$ cat src/rcao_pkg.sv
/*
 * Shared constants and carrier types of the real-time clock calibration,
 * pin output and alarm block.
 * Assumes word-aligned AXI4-Lite accesses with 32-bit data.
 */
package rcao_pkg;

  //////////////////////////////////////////////////////////////////////////
  // Register byte offsets
  localparam logic [7:0] OFF_CAL     = 8'h00;
  localparam logic [7:0] OFF_PAD     = 8'h04;
  localparam logic [7:0] OFF_ALM     = 8'h08;
  localparam logic [7:0] OFF_MIN_SEC_VALUE  = 8'h0C;
  localparam logic [7:0] OFF_IRQ_ST  = 8'h10;
  localparam logic [7:0] OFF_IRQ_CLR = 8'h14;
  localparam logic [7:0] OFF_IRQ_EN  = 8'h18;

  //////////////////////////////////////////////////////////////////////////
  // Field positions
  localparam int CAL_ON_BIT     = 15;
  localparam int CAL_UNLOCK_BIT = 13;
  localparam int CAL_HALF_BIT   = 11;
  localparam int CAL_OE_BIT     = 10;
  localparam int PAD_SEL_LSB    = 1;
  localparam int PAD_BUF_BIT    = 0;
  localparam int ALM_ON_BIT     = 15;
  localparam int ALM_WRAP_BIT   = 14;
  localparam int ALM_MASK_LSB   = 10;
  localparam int ALM_PTR_LSB    = 8;
  localparam int IRQ_W          = 2;
  localparam int IRQ_ALARM      = 0;
  localparam int IRQ_MINUTE     = 1;

  //////////////////////////////////////////////////////////////////////////
  // Reset values and codes
  localparam logic [7:0]  TRIM_RST   = 8'h00;
  localparam logic [15:0] MIN_SEC_VALUE_RST = 16'h0000;
  localparam logic [7:0]  CNT_RST    = 8'h00;
  localparam logic [7:0]  CNT_WRAP   = 8'hFF;
  localparam logic [1:0]  PIN_ALARM  = 2'h0;
  localparam logic [1:0]  PIN_SEC    = 2'h1;
  localparam logic [1:0]  PIN_SRC    = 2'h2;
  localparam logic [3:0]  MASK_HALF  = 4'h0;
  localparam logic [3:0]  MASK_SEC   = 4'h1;
  localparam logic [3:0]  MASK_10S   = 4'h2;
  localparam logic [1:0]  RESP_OKAY  = 2'h0;
  localparam logic [1:0]  RESP_SLVERR = 2'h2;

  //////////////////////////////////////////////////////////////////////////
  // Timing counts, in source clock pulses and seconds
  localparam int         SEC_PULSES_DEF = 32768;
  localparam logic [5:0] SEC_LAST       = 6'h3B;
  localparam logic [5:0] TEN_MOD        = 6'h0A;
  localparam logic [5:0] TEN_LAST       = 6'h09;
  localparam int         TRIM_SHIFT     = 2;

  //////////////////////////////////////////////////////////////////////////
  // Carriers
  typedef struct packed {
    logic [31:0] awaddr;
    logic        awvalid;
    logic [31:0] wdata;
    logic [3:0]  wstrb;
    logic        wvalid;
    logic        bready;
    logic [31:0] araddr;
    logic        arvalid;
    logic        rready;
  } rcao_axi_req_t;

  typedef struct packed {
    logic        awready;
    logic        wready;
    logic        bvalid;
    logic [1:0]  bresp;
    logic        arready;
    logic        rvalid;
    logic [31:0] rdata;
    logic [1:0]  rresp;
  } rcao_axi_rsp_t;

  typedef struct packed {
    logic [9:0] pend;
    logic       neg;
  } rcao_trim_state_t;

  typedef struct packed {
    logic        cal_on;
    logic        cal_unlock;
    logic        cal_oe;
    logic [7:0]  trim;
    logic        half;
    logic [1:0]  pad_sel;
    logic        pad_buf;
    logic        alm_on;
    logic        alm_wrap;
    logic [3:0]  alm_mask;
    logic [1:0]  alm_ptr;
    logic [7:0]  alm_cnt;
    logic [15:0] min_sec;
    logic [15:0] sub_cnt;
    logic [5:0]  sec_cnt;
    logic        min_evt;
    logic        alarm_pulse;
    logic [1:0]  irq_st;
    logic [1:0]  irq_en;
    logic        src_q;
    logic        pin;
    logic        aw_got;
    logic        w_got;
    logic [31:0] waddr;
    logic [31:0] wdata;
    logic [3:0]  wstrb;
    logic        bvalid;
    logic [1:0]  bresp;
    logic        rvalid;
    logic [31:0] rdata;
    logic [1:0]  rresp;
  } rcao_state_t;

endpackage : rcao_pkg

$ cat src/rcao_drift_trim.sv
/*
 * Drift trim: adds or swallows source clock pulses once per minute.
 * Assumes ref_clk is far faster than the source clock, so inserted
 * pulses fit between real ones.
 */
`timescale 1ns/1ps
module rcao_drift_trim (
  input  wire logic       ref_clk,
  input  wire logic       reset_n,
  input  wire logic       run,
  input  wire logic       src_edge,
  input  wire logic       minute_tick,
  input  wire logic [7:0] trim_code,
  output logic            count_adv
);

  rcao_pkg::rcao_trim_state_t st_reg;
  rcao_pkg::rcao_trim_state_t st_next;
  logic [7:0]                 mag;

  //////////////////////////////////////////////////////////////////////////
  always_comb begin
    mag       = trim_code[7] ? 8'(-trim_code) : trim_code;
    st_next   = st_reg;
    count_adv = src_edge;
    if (!run) begin
      st_next.pend = '0;
    end else if (minute_tick) begin
      // Four pulses per step, both signs
      st_next.neg  = trim_code[7];
      st_next.pend = 10'(mag) << rcao_pkg::TRIM_SHIFT;
    end else if (st_reg.pend != 10'h000) begin
      if (st_reg.neg && src_edge) begin
        count_adv    = 1'b0; // see
        st_next.pend = st_reg.pend - 10'h001;
      end else if (!st_reg.neg && !src_edge) begin
        count_adv    = 1'b1;
        st_next.pend = st_reg.pend - 10'h001;
      end
    end
  end

  always_ff @(posedge ref_clk or negedge reset_n) begin
    if (!reset_n) begin
      st_reg <= '0;
    end else begin
      st_reg <= st_next;
    end
  end
endmodule : rcao_drift_trim

$ cat src/rcao_top.sv
/*
 * Real-time clock calibration, pin output select and alarm repeat logic,
 * reached over an AXI4-Lite slave port.
 * Assumes reset_n is the power-on reset and sys_reset_n a synchronous
 * system reset; oscillator inputs are synchronous to ref_clk.
 */
// How it works
// Positive trim adds four pulses per step
// Smallest positive trim inserts four pulses per minute
// Trim of minus one removes four pulses
// Most negative trim removes 512 pulses
// Calibration register cleared only by power-on
// Module on written only while unlocked
// Half-second flag cleared by low seconds write
// Select 01 drives one-second clock to pin
// Select 00 drives alarm pulse; reset value
// Select 10 drives selected raw source clock
// Software never programs select to 11
// Alarm turns off when count zero, no wrap
// Wrap set: counter rolls 00h to FFh
`timescale 1ns/1ps
module rcao_top #(
  parameter int SEC_PULSES = rcao_pkg::SEC_PULSES_DEF
) (
  input  wire logic                    ref_clk,
  input  wire logic                    reset_n,
  input  wire logic                    sys_reset_n,
  input  wire logic                    internal_low_power_osc,
  input  wire logic                    secondary_osc,
  input  wire logic                    rtc_osc_select,
  input  wire rcao_pkg::rcao_axi_req_t axi_req,
  output rcao_pkg::rcao_axi_rsp_t      axi_rsp,
  output logic                         clock_calendar_output,
  output logic                         parallel_port_buffer_select,
  output logic                         irq
);

  localparam logic [15:0] SUB_LAST  = 16'(SEC_PULSES - 1);
  localparam logic [15:0] HALF_LAST = 16'(SEC_PULSES / 2 - 1);

  rcao_pkg::rcao_state_t st_reg;
  rcao_pkg::rcao_state_t st_next;
  logic                  src_clk;
  logic                  src_edge;
  logic                  count_adv;
  logic                  run;
  logic                  sec_tick;
  logic                  half_tick;
  logic                  minute_tick;
  logic                  alm_evt;
  logic                  wr_go;
  logic                  rd_go;
  logic [7:0]            wr_off;
  logic [7:0]            rd_off;
  logic                  wr_hi_ok;
  logic                  rd_hi_ok;
  logic [15:0]           rd_val;
  logic                  rd_ok;
  logic [1:0]            irq_clr;

  //////////////////////////////////////////////////////////////////////////
  // Source clock and pulse counting
  assign src_clk  = rtc_osc_select ? secondary_osc
                                   : internal_low_power_osc;
  assign src_edge = src_clk && !st_reg.src_q;
  assign run      = st_reg.cal_on;

  rcao_drift_trim u_trim (
    .ref_clk     (ref_clk),
    .reset_n     (reset_n),
    .run         (run),
    .src_edge    (src_edge),
    .minute_tick (st_reg.min_evt),
    .trim_code   (st_reg.trim),
    .count_adv   (count_adv)
  );

  assign sec_tick    = run && count_adv && st_reg.sub_cnt == SUB_LAST;
  assign half_tick   = run && count_adv && st_reg.sub_cnt == HALF_LAST;
  assign minute_tick = sec_tick && st_reg.sec_cnt == rcao_pkg::SEC_LAST;

  always_comb begin
    alm_evt = 1'b0;
    if (st_reg.alm_on) begin
      case (st_reg.alm_mask)
        rcao_pkg::MASK_HALF: alm_evt = half_tick || sec_tick;
        rcao_pkg::MASK_SEC:  alm_evt = sec_tick;
        rcao_pkg::MASK_10S:  alm_evt = sec_tick
          && (st_reg.sec_cnt % rcao_pkg::TEN_MOD) == rcao_pkg::TEN_LAST;
        default:             alm_evt = minute_tick;
      endcase
    end
  end

  //////////////////////////////////////////////////////////////////////////
  // Bus decode
  assign wr_go    = st_reg.aw_got && st_reg.w_got && !st_reg.bvalid;
  assign rd_go    = axi_req.arvalid && !st_reg.rvalid;
  assign wr_off   = st_reg.waddr[7:0];
  assign rd_off   = axi_req.araddr[7:0];
  assign wr_hi_ok = st_reg.waddr[31:8] == 24'h000000;
  assign rd_hi_ok = axi_req.araddr[31:8] == 24'h000000;

  always_comb begin
    rd_val = 16'h0000;
    rd_ok  = rd_hi_ok;
    case (rd_off)
      rcao_pkg::OFF_CAL: begin
        rd_val[rcao_pkg::CAL_ON_BIT]     = st_reg.cal_on;
        rd_val[rcao_pkg::CAL_UNLOCK_BIT] = st_reg.cal_unlock;
        rd_val[rcao_pkg::CAL_HALF_BIT]   = st_reg.half;
        rd_val[rcao_pkg::CAL_OE_BIT]     = st_reg.cal_oe;
        rd_val[7:0]                      = st_reg.trim;
      end
      rcao_pkg::OFF_PAD: begin
        rd_val[rcao_pkg::PAD_SEL_LSB +: 2] = st_reg.pad_sel;
        rd_val[rcao_pkg::PAD_BUF_BIT]      = st_reg.pad_buf;
      end
      rcao_pkg::OFF_ALM: begin
        rd_val[rcao_pkg::ALM_ON_BIT]        = st_reg.alm_on;
        rd_val[rcao_pkg::ALM_WRAP_BIT]      = st_reg.alm_wrap;
        rd_val[rcao_pkg::ALM_MASK_LSB +: 4] = st_reg.alm_mask;
        rd_val[rcao_pkg::ALM_PTR_LSB +: 2]  = st_reg.alm_ptr;
        rd_val[7:0]                         = st_reg.alm_cnt;
      end
      rcao_pkg::OFF_MIN_SEC_VALUE:  rd_val = st_reg.min_sec;
      rcao_pkg::OFF_IRQ_ST:  rd_val[1:0] = st_reg.irq_st;
      rcao_pkg::OFF_IRQ_CLR: rd_val = 16'h0000;
      rcao_pkg::OFF_IRQ_EN:  rd_val[1:0] = st_reg.irq_en;
      default:               rd_ok = 1'b0;
    endcase
  end

  //////////////////////////////////////////////////////////////////////////
  // Next state
  always_comb begin
    st_next         = st_reg;
    irq_clr         = 2'h0;
    st_next.src_q   = src_clk;
    st_next.min_evt = minute_tick;

    // Bus channels
    if (axi_req.awvalid && !st_reg.aw_got) begin
      st_next.aw_got = 1'b1;
      st_next.waddr  = axi_req.awaddr;
    end
    if (axi_req.wvalid && !st_reg.w_got) begin
      st_next.w_got = 1'b1;
      st_next.wdata = axi_req.wdata;
      st_next.wstrb = axi_req.wstrb;
    end
    if (st_reg.bvalid && axi_req.bready) begin
      st_next.bvalid = 1'b0;
    end
    if (st_reg.rvalid && axi_req.rready) begin
      st_next.rvalid = 1'b0;
    end
    if (rd_go) begin
      st_next.rvalid = 1'b1;
      st_next.rdata  = {16'h0000, rd_val};
      st_next.rresp  = rd_ok ? rcao_pkg::RESP_OKAY : rcao_pkg::RESP_SLVERR;
    end

    // Register writes
    if (wr_go) begin
      st_next.aw_got = 1'b0;
      st_next.w_got  = 1'b0;
      st_next.bvalid = 1'b1;
      st_next.bresp  = rcao_pkg::RESP_OKAY;
      if (!wr_hi_ok) begin
        st_next.bresp = rcao_pkg::RESP_SLVERR;
      end else begin
        case (wr_off)
          rcao_pkg::OFF_CAL: begin
            if (st_reg.wstrb[1]) begin
              if (st_reg.cal_unlock) begin
                st_next.cal_on =
                  st_reg.wdata[rcao_pkg::CAL_ON_BIT];
              end
              st_next.cal_unlock = st_reg.wdata[rcao_pkg::CAL_UNLOCK_BIT];
              st_next.cal_oe     = st_reg.wdata[rcao_pkg::CAL_OE_BIT];
            end
            if (st_reg.wstrb[0]) begin
              st_next.trim = st_reg.wdata[7:0];
            end
          end
          rcao_pkg::OFF_PAD: begin
            if (st_reg.wstrb[0]) begin
              st_next.pad_sel = st_reg.wdata[rcao_pkg::PAD_SEL_LSB +: 2];
              st_next.pad_buf = st_reg.wdata[rcao_pkg::PAD_BUF_BIT];
            end
          end
          rcao_pkg::OFF_ALM: begin
            if (st_reg.wstrb[1]) begin
              st_next.alm_on   = st_reg.wdata[rcao_pkg::ALM_ON_BIT];
              st_next.alm_wrap = st_reg.wdata[rcao_pkg::ALM_WRAP_BIT];
              st_next.alm_mask = st_reg.wdata[rcao_pkg::ALM_MASK_LSB +: 4];
              st_next.alm_ptr  = st_reg.wdata[rcao_pkg::ALM_PTR_LSB +: 2];
            end
            if (st_reg.wstrb[0]) begin
              st_next.alm_cnt = st_reg.wdata[7:0];
            end
          end
          rcao_pkg::OFF_MIN_SEC_VALUE: begin
            if (st_reg.wstrb[0]) begin
              st_next.half = 1'b0;
              if (st_reg.cal_unlock) begin
                st_next.min_sec[7:0] = st_reg.wdata[7:0];
              end
            end
            if (st_reg.wstrb[1] && st_reg.cal_unlock) begin
              st_next.min_sec[15:8] = st_reg.wdata[15:8];
            end
          end
          rcao_pkg::OFF_IRQ_ST: begin
            // Status is read-only; the write is ignored
          end
          rcao_pkg::OFF_IRQ_CLR: begin
            if (st_reg.wstrb[0]) begin
              irq_clr = st_reg.wdata[1:0];
            end
          end
          rcao_pkg::OFF_IRQ_EN: begin
            if (st_reg.wstrb[0]) begin
              st_next.irq_en = st_reg.wdata[1:0];
            end
          end
          default: st_next.bresp = rcao_pkg::RESP_SLVERR;
        endcase
      end
    end

    // Second and half-second timing; hardware set wins over a clear
    if (run && count_adv) begin
      st_next.sub_cnt = sec_tick ? 16'h0000 : st_reg.sub_cnt + 16'h0001;
    end
    if (half_tick) begin
      st_next.half = 1'b1;
    end
    if (sec_tick) begin
      st_next.half    = 1'b0;
      st_next.sec_cnt = minute_tick ? 6'h00 : st_reg.sec_cnt + 6'h01;
    end

    // Alarm repeat handling
    st_next.alarm_pulse = alm_evt;
    if (alm_evt) begin
      if (st_reg.alm_cnt != rcao_pkg::CNT_RST) begin
        st_next.alm_cnt = st_reg.alm_cnt - 8'h01;
      end else if (st_reg.alm_wrap) begin
        st_next.alm_cnt = rcao_pkg::CNT_WRAP;
      end else begin
        st_next.alm_on = 1'b0;
      end
    end

    // Sticky interrupt status
    st_next.irq_st = st_reg.irq_st & ~irq_clr;
    if (alm_evt) begin
      st_next.irq_st[rcao_pkg::IRQ_ALARM] = 1'b1;
    end
    if (minute_tick) begin
      st_next.irq_st[rcao_pkg::IRQ_MINUTE] = 1'b1;
    end

    // Clock output pin; code 11 is reserved and drives low
    st_next.pin = 1'b0;
    if (st_reg.cal_oe) begin
      case (st_reg.pad_sel)
        rcao_pkg::PIN_ALARM: st_next.pin = st_reg.alarm_pulse;
        rcao_pkg::PIN_SEC:   st_next.pin = st_reg.half;
        rcao_pkg::PIN_SRC:   st_next.pin = st_reg.src_q;
        default:             st_next.pin = 1'b0;
      endcase
    end

    // System reset spares the calibration register
    if (!sys_reset_n) begin
      st_next            = '0;
      st_next.cal_on     = st_reg.cal_on;
      st_next.cal_unlock = st_reg.cal_unlock;
      st_next.cal_oe     = st_reg.cal_oe;
      st_next.trim       = st_reg.trim;
      st_next.half       = st_reg.half;
      st_next.src_q      = src_clk;
    end
  end

  always_ff @(posedge ref_clk or negedge reset_n) begin
    if (!reset_n) begin
      st_reg <= '0;
    end else begin
      st_reg <= st_next;
    end
  end

  //////////////////////////////////////////////////////////////////////////
  // Outputs
  assign axi_rsp.awready = !st_reg.aw_got;
  assign axi_rsp.wready  = !st_reg.w_got;
  assign axi_rsp.bvalid  = st_reg.bvalid;
  assign axi_rsp.bresp   = st_reg.bresp;
  assign axi_rsp.arready = !st_reg.rvalid;
  assign axi_rsp.rvalid  = st_reg.rvalid;
  assign axi_rsp.rdata   = st_reg.rdata;
  assign axi_rsp.rresp   = st_reg.rresp;

  assign clock_calendar_output       = st_reg.pin;
  assign parallel_port_buffer_select = st_reg.pad_buf;
  assign irq                         = |(st_reg.irq_st & st_reg.irq_en);
endmodule : rcao_top

$ cat config.mk
export PLATFORM = sky130hd
export DESIGN_NAME = rcao_top
export DESIGN_NICKNAME = d
export VERILOG_FILES = /design/src/rcao_pkg.sv /design/src/rcao_drift_trim.sv /design/src/rcao_top.sv
export SDC_FILE = /design/constraint.sdc
export NUM_CORES = 1
export LEC_CHECK = 0
export BUFFER_PORTS_ARGS = -buffer_cell sky130_fd_sc_hd__buf_2
export CAP_MARGIN = 20
export CORE_MARGIN = 3
export CORE_UTILIZATION = 51
export DETAILED_ROUTE_END_ITERATION = 10
export PLACE_DENSITY_LB_ADDON = 0.12
export RECOVER_POWER = 25
export SLEW_MARGIN = 30
export SYNTH_ARGS = -nofsm -noshare
export SYNTH_HDL_FRONTEND = slang
export SYNTH_SLANG_ARGS = --single-unit
$ cat constraint.sdc
create_clock -name ref_clk -period 2.8 [get_ports ref_clk]
set_clock_uncertainty 0.15 [all_clocks]
set_input_delay 0.56 -clock ref_clk [delete_from_list [all_inputs] [get_ports ref_clk]]
set_output_delay 0.56 -clock ref_clk [all_outputs]
set_load 0.01 [all_outputs]
==> results of run 1 <==
-- how the worst min path moves through the flow --
stage,from,end,slack (ps),cells past startpoint
floorplan,reset_n,axi_rsp[10],110,0
global placement,axi_rsp[6],axi_rsp[6],310,2
detailed placement,axi_rsp[8],axi_rsp[8],320,2
CTS,axi_req[0],axi_rsp[34],190,2
global route,axi_req[46],st_reg[48],210,3
finish,axi_req[0],axi_rsp[34],200,2
-- worst reg2reg max path, cell delays in order (launching register included) --
cell	delay, ps
dfrtp_1	380
inv_1	60
ha_2	180
or4b_4	510
o311ai_4	340
o211ai_2	170
buf_6	180
or4_4	510
a21oi_2	140
-- metrics by stage --
step / instances / instance area [um2]
after floorplan: 914 / 8430
after CTS: 1229 / 9700
after global routing: 1235 / 9770
after detailed placement: 1199 / 9120
final: 1235 / 9770
after global placement: 1199 / 9120
-- area by class of cell --
cell class | count | area (um2) | area share, %
tap | 216 | 270 | 2.77
timing repair buffer | 157 | 908 | 9.30
clock buffer | 20 | 457 | 4.68
clock inverter | 9 | 111 | 1.14
sequential | 160 | 4000 | 41.0
multi-input combinational | 652 | 3940 | 40.3
inverter | 21 | 78.8 | 0.807
-- cell usage after synthesis, types with 2 or more instances --
cell type,count,share of area (%)
a211oi_1,7,0.63
a21oi_1,80,4.8
a221oi_2,4,0.72
a22o_1,8,0.84
a22oi_1,9,0.81
a31o_2,2,0.21
a31oi_1,3,0.22
and2_1,4,0.30
and3_1,6,0.45
and4_1,3,0.31
buf_1,7,0.31
buf_2,2,0.12
buf_4,38,3.4
clkbuf_1,34,1.5
dfrtp_1,160,48
ha_1,7,1.0
inv_1,21,0.94
mux2_2,25,3.4
mux2i_1,38,4.5
nand2_1,154,6.9
nand2b_1,4,0.30
nand3_1,26,1.6
nand3b_1,4,0.36
nand4_1,12,0.90
nand4b_1,3,0.31
nor2_1,58,2.6
nor2b_1,10,0.75
nor3_1,14,0.84
nor3b_1,2,0.18
nor4_1,23,1.7
nor4b_1,3,0.31
o211ai_1,2,0.18
o21a_1,2,0.18
o21ai_0,42,2.5
o21ai_1,2,0.12
o31ai_1,5,0.45
or2_1,3,0.22
or3_1,11,0.82
or4_1,8,0.72
xnor2_1,11,1.2
xor2_1,16,1.7
-- layer usage --
layer	up-vias	track usage (%)	part of all wire (%)
met5	-	0	0
met4	0	6.79	1.6
met3	26	4.05	5.6
met2	192	36.7	46
met1	3277	33.1	47
li1	3332	-	-
-- cell families (layout without fill, tap and decap cells) --
| logic type | Yosys count | in the layout | synth area share [%] |
|---|---|---|---|
| adder cells (fa/ha/maj) | 7 | 7 | 1.05 |
| AND/OR/NAND/NOR | 356 | 356 | 20.5 |
| buffers and inverters | 102 | 207 | 6.31 |
| multiplexers | 63 | 63 | 7.91 |
| XOR/XNOR | 27 | 27 | 2.83 |
| flip-flops | 160 | 160 | 47.8 |
| AO/OA/AOI/OAI | 181 | 181 | 13.5 |
| other | 1 | 18 | 0.0448 |
-- power by group --
group	internal (W)	switching [W]	leakage [nW]
clock network	0.00135	0.000915	0.274
registers	0.00236	0.0000533	2.19
logic	0.000137	0.000247	1.96
total	0.00384	0.00121	4.43
-- timing repair --
item,4_1_cts,5_1_grt
endpoints found under the setup margin,0,14
endpoints found under the hold margin,54,0
buffers inserted,0,6
hold buffers,1,0
resized for setup,0,11
==> metrics, run 1 <==
global-route wire length before repair 33600 um; power per cell area 518 nW/um2; setup slack at placement 10.8 ps; r2r worst-path depth 8; crit end category flop; run status finished clean; f_max 369 MHz; CTS tree done; Critical Path Stages 8; WP buf/inv 2; number of synthesized register bits 160; Worst slew margin 3.02%; P_leak 4.43 nW; critical path's top delay family simple AND/OR/NAND/NOR gates; most common cell after layout, fill and taps aside dfrtp_1; port buffer count 118; largest net degree at the start of global routing 67; Primary FF master, synth dfrtp_1; Tot GR Track Use 23.2%; H-tree levels 4; Fin Setup TNS 0 ps; Gate Count Post-Synth 897; setup violators final 0; Final ANT Viol Nets 0; Crit path largest cell delay 510 ps; worst hold slack 201 ps; Syn Std Cell Area 8370 um2; sequential fraction of the synthesis area 47.8%; final hold violations 0; critical path, cell by cell inv_1 -> ha_2 -> or4b_4 -> o311ai_4 -> o211ai_2 -> buf_6 -> or4_4 -> a21oi_2; Critical-path top delay cell or4b_4; nets 1127; post-route clock period utilization 96.8%; Netlist cell types 65; Post-synth EDFFs 0; die height 134 um; gr ovfl total 0; commonest non-fill, non-tap cells in the layout dfrtp_1, nand2_1, buf_2, a21oi_1, nor2_1; core area 15900 um2; Initial DRT Pass Iterations 5; Avg WL per Cell 16.6 um; diode count 0; routed vias 6827; Std-Cell Rows 46; fillers 1438; Post-DP HPWL 14700 um; Critical Path Sink st_reg[133]; Largest register FFs 126; critical path type reg -> reg; critical path arrival 2900 ps; Starting Density 52.5%; Final Routed Wirelength 20500 um; Yosys warning total 0; r2r endpoint st_reg[133]; Mean Syn Cell Area 9.33 um2; fraction of layout cells with a size suffix above 1 23.1%; Slew Limit Fails 0; RSZ-0062 raised after global routing yes; # IOs 155; vias per cell 5.53; async set-reset flop share out of synthesis 100%; Worst setup SP type flop; global placement routability congestion 0.839; DRC viols 0; Max VDD drop 0.000438 V; R2R Path Start u_trim.st_reg[2]; worst skew pair latency 420 ps; vias in the first global route 6691; CTS Buf Count 17; Core Util, Final 61.3%; Clock Path Buffers 2; worst min-delay path class in -> reg; final worst slack 90.5 ps; Final min period 2710 ps; CTS sink count 160; Max-Cap Viols 0; Max FO, Critical Path 9; Slew @ Worst Pin 1450 ps; WP data required 2990 ps; initial antenna violation count 0; die area 18000 um2; Reg clk slew, reported paths 60 ps; flop2flop setup slack 90 ps; Area Growth Syn to Fin 16.7%; clk root buf clkbuf_16; beginning of the critical path u_trim.st_reg[2]; Power, Total 0.00506 W; 1st-iter DRT viols 448; chip width 134 um
(Power assumes the default switching activity.)
==> run 2, diff against run 1 <==
--- a/config.mk
+++ b/config.mk
@@ -5,10 +5,13 @@
 export SDC_FILE = /design/constraint.sdc
 export NUM_CORES = 1
 export LEC_CHECK = 0
+export ABC_AREA = 1
 export BUFFER_PORTS_ARGS = -buffer_cell sky130_fd_sc_hd__buf_2
 export CAP_MARGIN = 20
+export CELL_PAD_IN_SITES_DETAIL_PLACEMENT = 1
+export CELL_PAD_IN_SITES_GLOBAL_PLACEMENT = 1
 export CORE_MARGIN = 3
-export CORE_UTILIZATION = 51
+export CORE_UTILIZATION = 37
 export DETAILED_ROUTE_END_ITERATION = 10
 export PLACE_DENSITY_LB_ADDON = 0.12
 export RECOVER_POWER = 25
==> constraint.sdc (replaced) <==
create_clock -name ref_clk -period 2.8 [get_ports ref_clk]
set_clock_uncertainty 0.15 [all_clocks]
set_input_delay 0.56 -clock ref_clk [delete_from_list [all_inputs] [get_ports ref_clk]]
set_output_delay 0.56 -clock ref_clk [all_outputs]
set_load 0.005 [all_outputs]
==> run 2 against run 1 <==
Critical path depth unchanged. Sequential power increased by 5%. Die area grew 38%. Design area rose by 0.78%. Setup slack gained 250 ps. Hold slack got worse by 56 ps. Clock power rose by 3%. Wire length grew 19%. Largest power group unchanged.
==> metrics, run 2 <==
run status finished clean; Max-Cap Viols 0; setup violators final 0; most common cell after layout, fill and taps aside nand2_1; Tot GR Track Use 20.3%; Worst setup SP type flop; # IOs 155; WP data required 2980 ps; gr ovfl total 0; fraction of layout cells with a size suffix above 1 19.5%; routed vias 7386; Final Routed Wirelength 24500 um; diode count 0; r2r endpoint st_reg[155]; cell taking the most area after synthesis dfrtp_1; largest net degree at the start of global routing 68; post-synth top area share 47.2%; XOR/XNOR share of the synthesized area 2.37%; initial antenna violation count 0; Gate Count Post-Synth 1049; RSZ-0062 raised after global routing no; Post-synth top cells nand2_1, dfrtp_1, inv_1; crit end category flop; Max FO, Critical Path 16; Mean Syn Cell Area 8.09 um2; worst hold slack 144 ps; WHS Path Cells 2; clk root buf clkbuf_16; Worst slew margin 5.43%; Initial DRT Pass Iterations 4; H-tree levels 4; nets 1271; Starting Density 38.3%; 1st-iter DRT viols 342; Yosys warning total 0; Netlist cell types 54; commonest non-fill, non-tap cells in the layout nand2_1, dfrtp_1, inv_1, buf_2, nand3_1; Avg WL per Cell 17.0 um; setup bufs post-CTS 0; Synth Area in Compound Gates 14.7%; sequential fraction of the synthesis area 47.2%; Fin Setup TNS 0 ps; Slew Limit Fails 0; worst skew pair latency 430 ps; Post-Synth Adder-Cell Area 1.03%; die area 24800 um2; Area Growth Syn to Fin 16.1%; DRC viols 0; f_max 406 MHz; R2R Path Start st_reg[79]; critical hold path startpoint axi_req[34]; fillers 2736; Post-DP HPWL 18000 um; fraction of synthesized area in multiplexers 0.266%; final hold violations 0; Slew @ Worst Pin 1420 ps; post-route clock period utilization 88.0%; r2r worst-path depth 8; worst min-delay path class in -> reg; port buffer count 118; vias in the first global route 7648; Post-synth EDFFs 0; Syn Std Cell Area 8480 um2; global placement routability congestion 0.793; critical path type reg -> reg; async set-reset flop share out of synthesis 100%; Clock Path Buffers 2; global-route wire length before repair 40000 um; vias per cell 5.11; Hold EP axi_rsp[38]; core area 22200 um2; most common cell in the netlist nand2_1; number of synthesized register bits 160; Reg clk slew, reported paths 70 ps; CTS Buf Count 17; critical path arrival 2640 ps; P_leak 4.70 nW; Largest register FFs 126; flop2flop setup slack 340 ps; Std-Cell Rows 54; die height 157 um; CTS sink count 160; Max VDD drop 0.000402 V; Final min period 2460 ps; CTS tree done; Synth area leaders dfrtp_1, nand2_1, nand3_1, inv_1, o21ai_0; Primary FF master, synth dfrtp_1; chip width 157 um; Final ANT Viol Nets 0; power per cell area 573 nW/um2; Synth Area in Simple Gates 22.8%; largest family of logic cells by synthesized area simple AND/OR/NAND/NOR gates
run 2: layout make-up:
class                   instances  area (um2)  share of cell area [%]
clock buffers                  17         425                    4.32
repair buffers                140         795                    8.07
clock inverters                15         146                    1.49
flip-flops and latches        160        4000                    40.7
multi-input cells             687        3570                    36.3
well taps                     280         350                    3.56
inverters                     147         553                    5.62
run 2: power by group:
part	switching [W]	internal (W)	leakage, nW	total, W
clock network	0.00107	0.00125	0.281	0.00232
registers	0.0000936	0.00245	2.17	0.00254
logic	0.000495	0.000284	2.24	0.000779
run 2: stage by stage:
| step | instances | total power (W) | instance area, um2 | setup slack, ps | util [%] |
|---|---|---|---|---|---|
| global route | 1446 | 0.00593 | 9840 | 33.1 | 44.4 |
| detailed placement | 1413 | 0.00338 | 9270 | 217 | 41.8 |
| global placement | 1413 | 0.00336 | 9270 | 300 | 41.8 |
| finish | 1446 | 0.00564 | 9840 | 337 | 44.4 |
| CTS | 1446 | 0.00572 | 9850 | 202 | 44.5 |
| floorplan | 1066 | 0.00308 | 8550 | 646 | - |
run 2: metal layers:
layer,part of all wire (%),global-route usage (%)
met4,1.4,5.54
met5,0,0
met1,46,27.7
met2,49,34.0
met3,3.2,3.02
run 2: how the worst max path moves through the flow:
stage | cells past startpoint | endpoint | start
2_1_floorplan | 16 | st_reg[155] | u_trim.st_reg[1]
3_3_place_gp | 16 | st_reg[154] | rtc_osc_select
3_5_place_dp | 16 | st_reg[160] | rtc_osc_select
4_1_cts | 16 | st_reg[160] | u_trim.st_reg[1]
5_1_grt | 8 | st_reg[155] | st_reg[79]
6_report | 8 | st_reg[155] | st_reg[79]
run 2: repair_timing:
item / 4_1_cts / 5_1_grt
hold buffers: 1 / 0
endpoints found under the hold margin: 47 / 0
setup endpoints to repair: 0 / 8
gates resized for setup: 0 / 1
run 2: kinds of logic (layout without fill, tap and decap cells):
| group | count (synthesis) | in the layout |
|---|---|---|
| buf+inv | 219 | 319 |
| mux | 2 | 2 |
| simple gates | 417 | 417 |
| flops | 160 | 160 |
| fa+ha+maj | 7 | 7 |
| xor+xnor | 23 | 23 |
| compound gates | 220 | 220 |
| other cells | 1 | 18 |
run 2: critical path, stage by stage, from the launching register on:
cell	delay, ps
dfrtp_1	380
nor3_1	400
nand2_1	190
nor2_1	210
nand3_2	340
o21ai_0	360
a21boi_0	160
nor2_2	120
nor2_1	50
==> run 3, diff against run 2 <==
==> constraint.sdc (replaced) <==
create_clock -name ref_clk -period 2.8 [get_ports ref_clk]
set_clock_uncertainty 0.15 [all_clocks]
set_input_delay 0.7 -clock ref_clk [delete_from_list [all_inputs] [get_ports ref_clk]]
set_output_delay 0.7 -clock ref_clk [all_outputs]
set_load 0.005 [all_outputs]
==> run 3 against run 2 <==
Sequential cell count stayed put. Design area is 0.38% higher. Total power is 3.3% higher. Via count is 0.89% higher. Die area stayed put. Sequential power hardly changed. Wire length is 1.2% higher. Critical path depth stayed put. Setup slack worse by 19 ps. Final cell count is 0.28% higher. Clock power is 8% higher.
==> metrics, run 3 (synthesis results as in run 2) <==
commonest non-fill, non-tap cells in the layout nand2_1, dfrtp_1, inv_1, buf_2, nand3_1; Avg WL per Cell 17.1 um; CTS Buf Count 17; Max FO, Critical Path 16; P_leak 4.73 nW; final hold violations 0; die area 24800 um2; R2R Path Start st_reg[79]; # IOs 155; Fin Setup TNS 0 ps; core area 22200 um2; Worst setup SP type flop; Max VDD drop 0.000360 V; vias in the first global route 7523; run status finished clean; critical path type reg -> reg; worst min-delay path class in -> reg; setup bufs post-CTS 0; met2 usage in global routing 34.5%; power per cell area 589 nW/um2; routed vias 7452; Power, Total 0.00582 W; fraction of layout cells with a size suffix above 1 20.0%; crit end category flop; clk root buf clkbuf_16; worst hold slack 308 ps; beginning of the critical path st_reg[79]; Worst slew margin 14.4%; 1st-iter DRT viols 276; Tot GR Track Use 20.2%; most common cell after layout, fill and taps aside nand2_1; cts hold-fix bufs 0; WP data required 2960 ps; Clock Path Buffers 2; Final min period 2480 ps; vias per cell 5.14; setup violators final 0; RSZ-0062 raised after global routing no; Final Routed Wirelength 24800 um; final instance area 9880 um2; Slew Limit Fails 0; Final ANT Viol Nets 0; Reg clk slew, reported paths 70 ps; post-route clock period utilization 88.6%; setup slack at placement 171 ps; Post-DP HPWL 18500 um; fillers 2734; r2r worst-path depth 8; Initial DRT Pass Iterations 4; critical path arrival 2650 ps; Max-Cap Viols 0; final worst slack 318 ps; nets 1275; critical hold path startpoint axi_req[0]; most crowded layer after global routing met2; DRC viols 0; port buffer count 118; initial antenna violation count 0; met3 Track Usage GR 3.38%; largest net degree at the start of global routing 50; worst skew pair latency 430 ps; WHS Path Cells 2; global-route wire length before repair 39500 um; Std-Cell Rows 54; chip width 157 um; Largest register FFs 126; Area Growth Syn to Fin 16.5%; Starting Density 38.3%; diode count 0; f_max 403 MHz; Slew @ Worst Pin 1280 ps; CTS sink count 160; Resize count post-CTS 0; CTS tree done; met1 Track Usage GR 27.0%; die height 157 um; dpl cell area 9300 um2; H-tree levels 4; gr ovfl total 0; global placement routability congestion 0.821
-- run 3: power by group --
part	leakage, nW	internal (W)	switching (W)	total [W]
clock	0.306	0.00144	0.00107	0.00250
sequential	2.17	0.00245	0.0000950	0.00254
combinational	2.25	0.000281	0.000498	0.000779
-- run 3: path summary, 6_finish.rpt --
check	to	slack (ps)
max	st_reg[155]	320
min	axi_rsp[34]	310
max reg2reg	st_reg[155]	320
min reg2reg	u_trim.st_reg[2]	340
max in group asynchronous	st_reg[136]	560
min in group asynchronous	u_trim.st_reg[1]	400
-- run 3: final cells by class --
| class | instances | area (um2) | area share, % |
|---|---|---|---|
| Multi-Input combinational cell | 687 | 3570 | 36.1 |
| Sequential cell | 160 | 4000 | 40.5 |
| Inverter | 147 | 553 | 5.60 |
| Clock inverter | 15 | 194 | 1.96 |
| Timing Repair Buffer | 144 | 783 | 7.93 |
| Tap cell | 280 | 350 | 3.55 |
| Clock buffer | 17 | 425 | 4.30 |
-- run 3: per-layer routing --
layer | vias to the layer above | part of all wire [%]
met2 | 105 | 49
met3 | 18 | 2.4
met1 | 3675 | 48
li1 | 3654 | -
met4 | 0 | 1.4
met5 | - | 0
-- run 3: worst max-delay path, cell delays in order, from the launching register on --
cell	delay, ps
dfrtp_1	390
nor3_1	380
nand2_1	180
nor2_1	190
nand3_2	350
o21ai_0	390
a21boi_0	160
nor2_2	130
nor2_1	50
-- run 3: stage by stage --
step / utilization (%) / cells
after floorplan: - / 1066
after global placement: 41.9 / 1418
after detailed placement: 41.9 / 1418
after CTS: 44.7 / 1450
after global routing: 44.6 / 1450
final: 44.6 / 1450
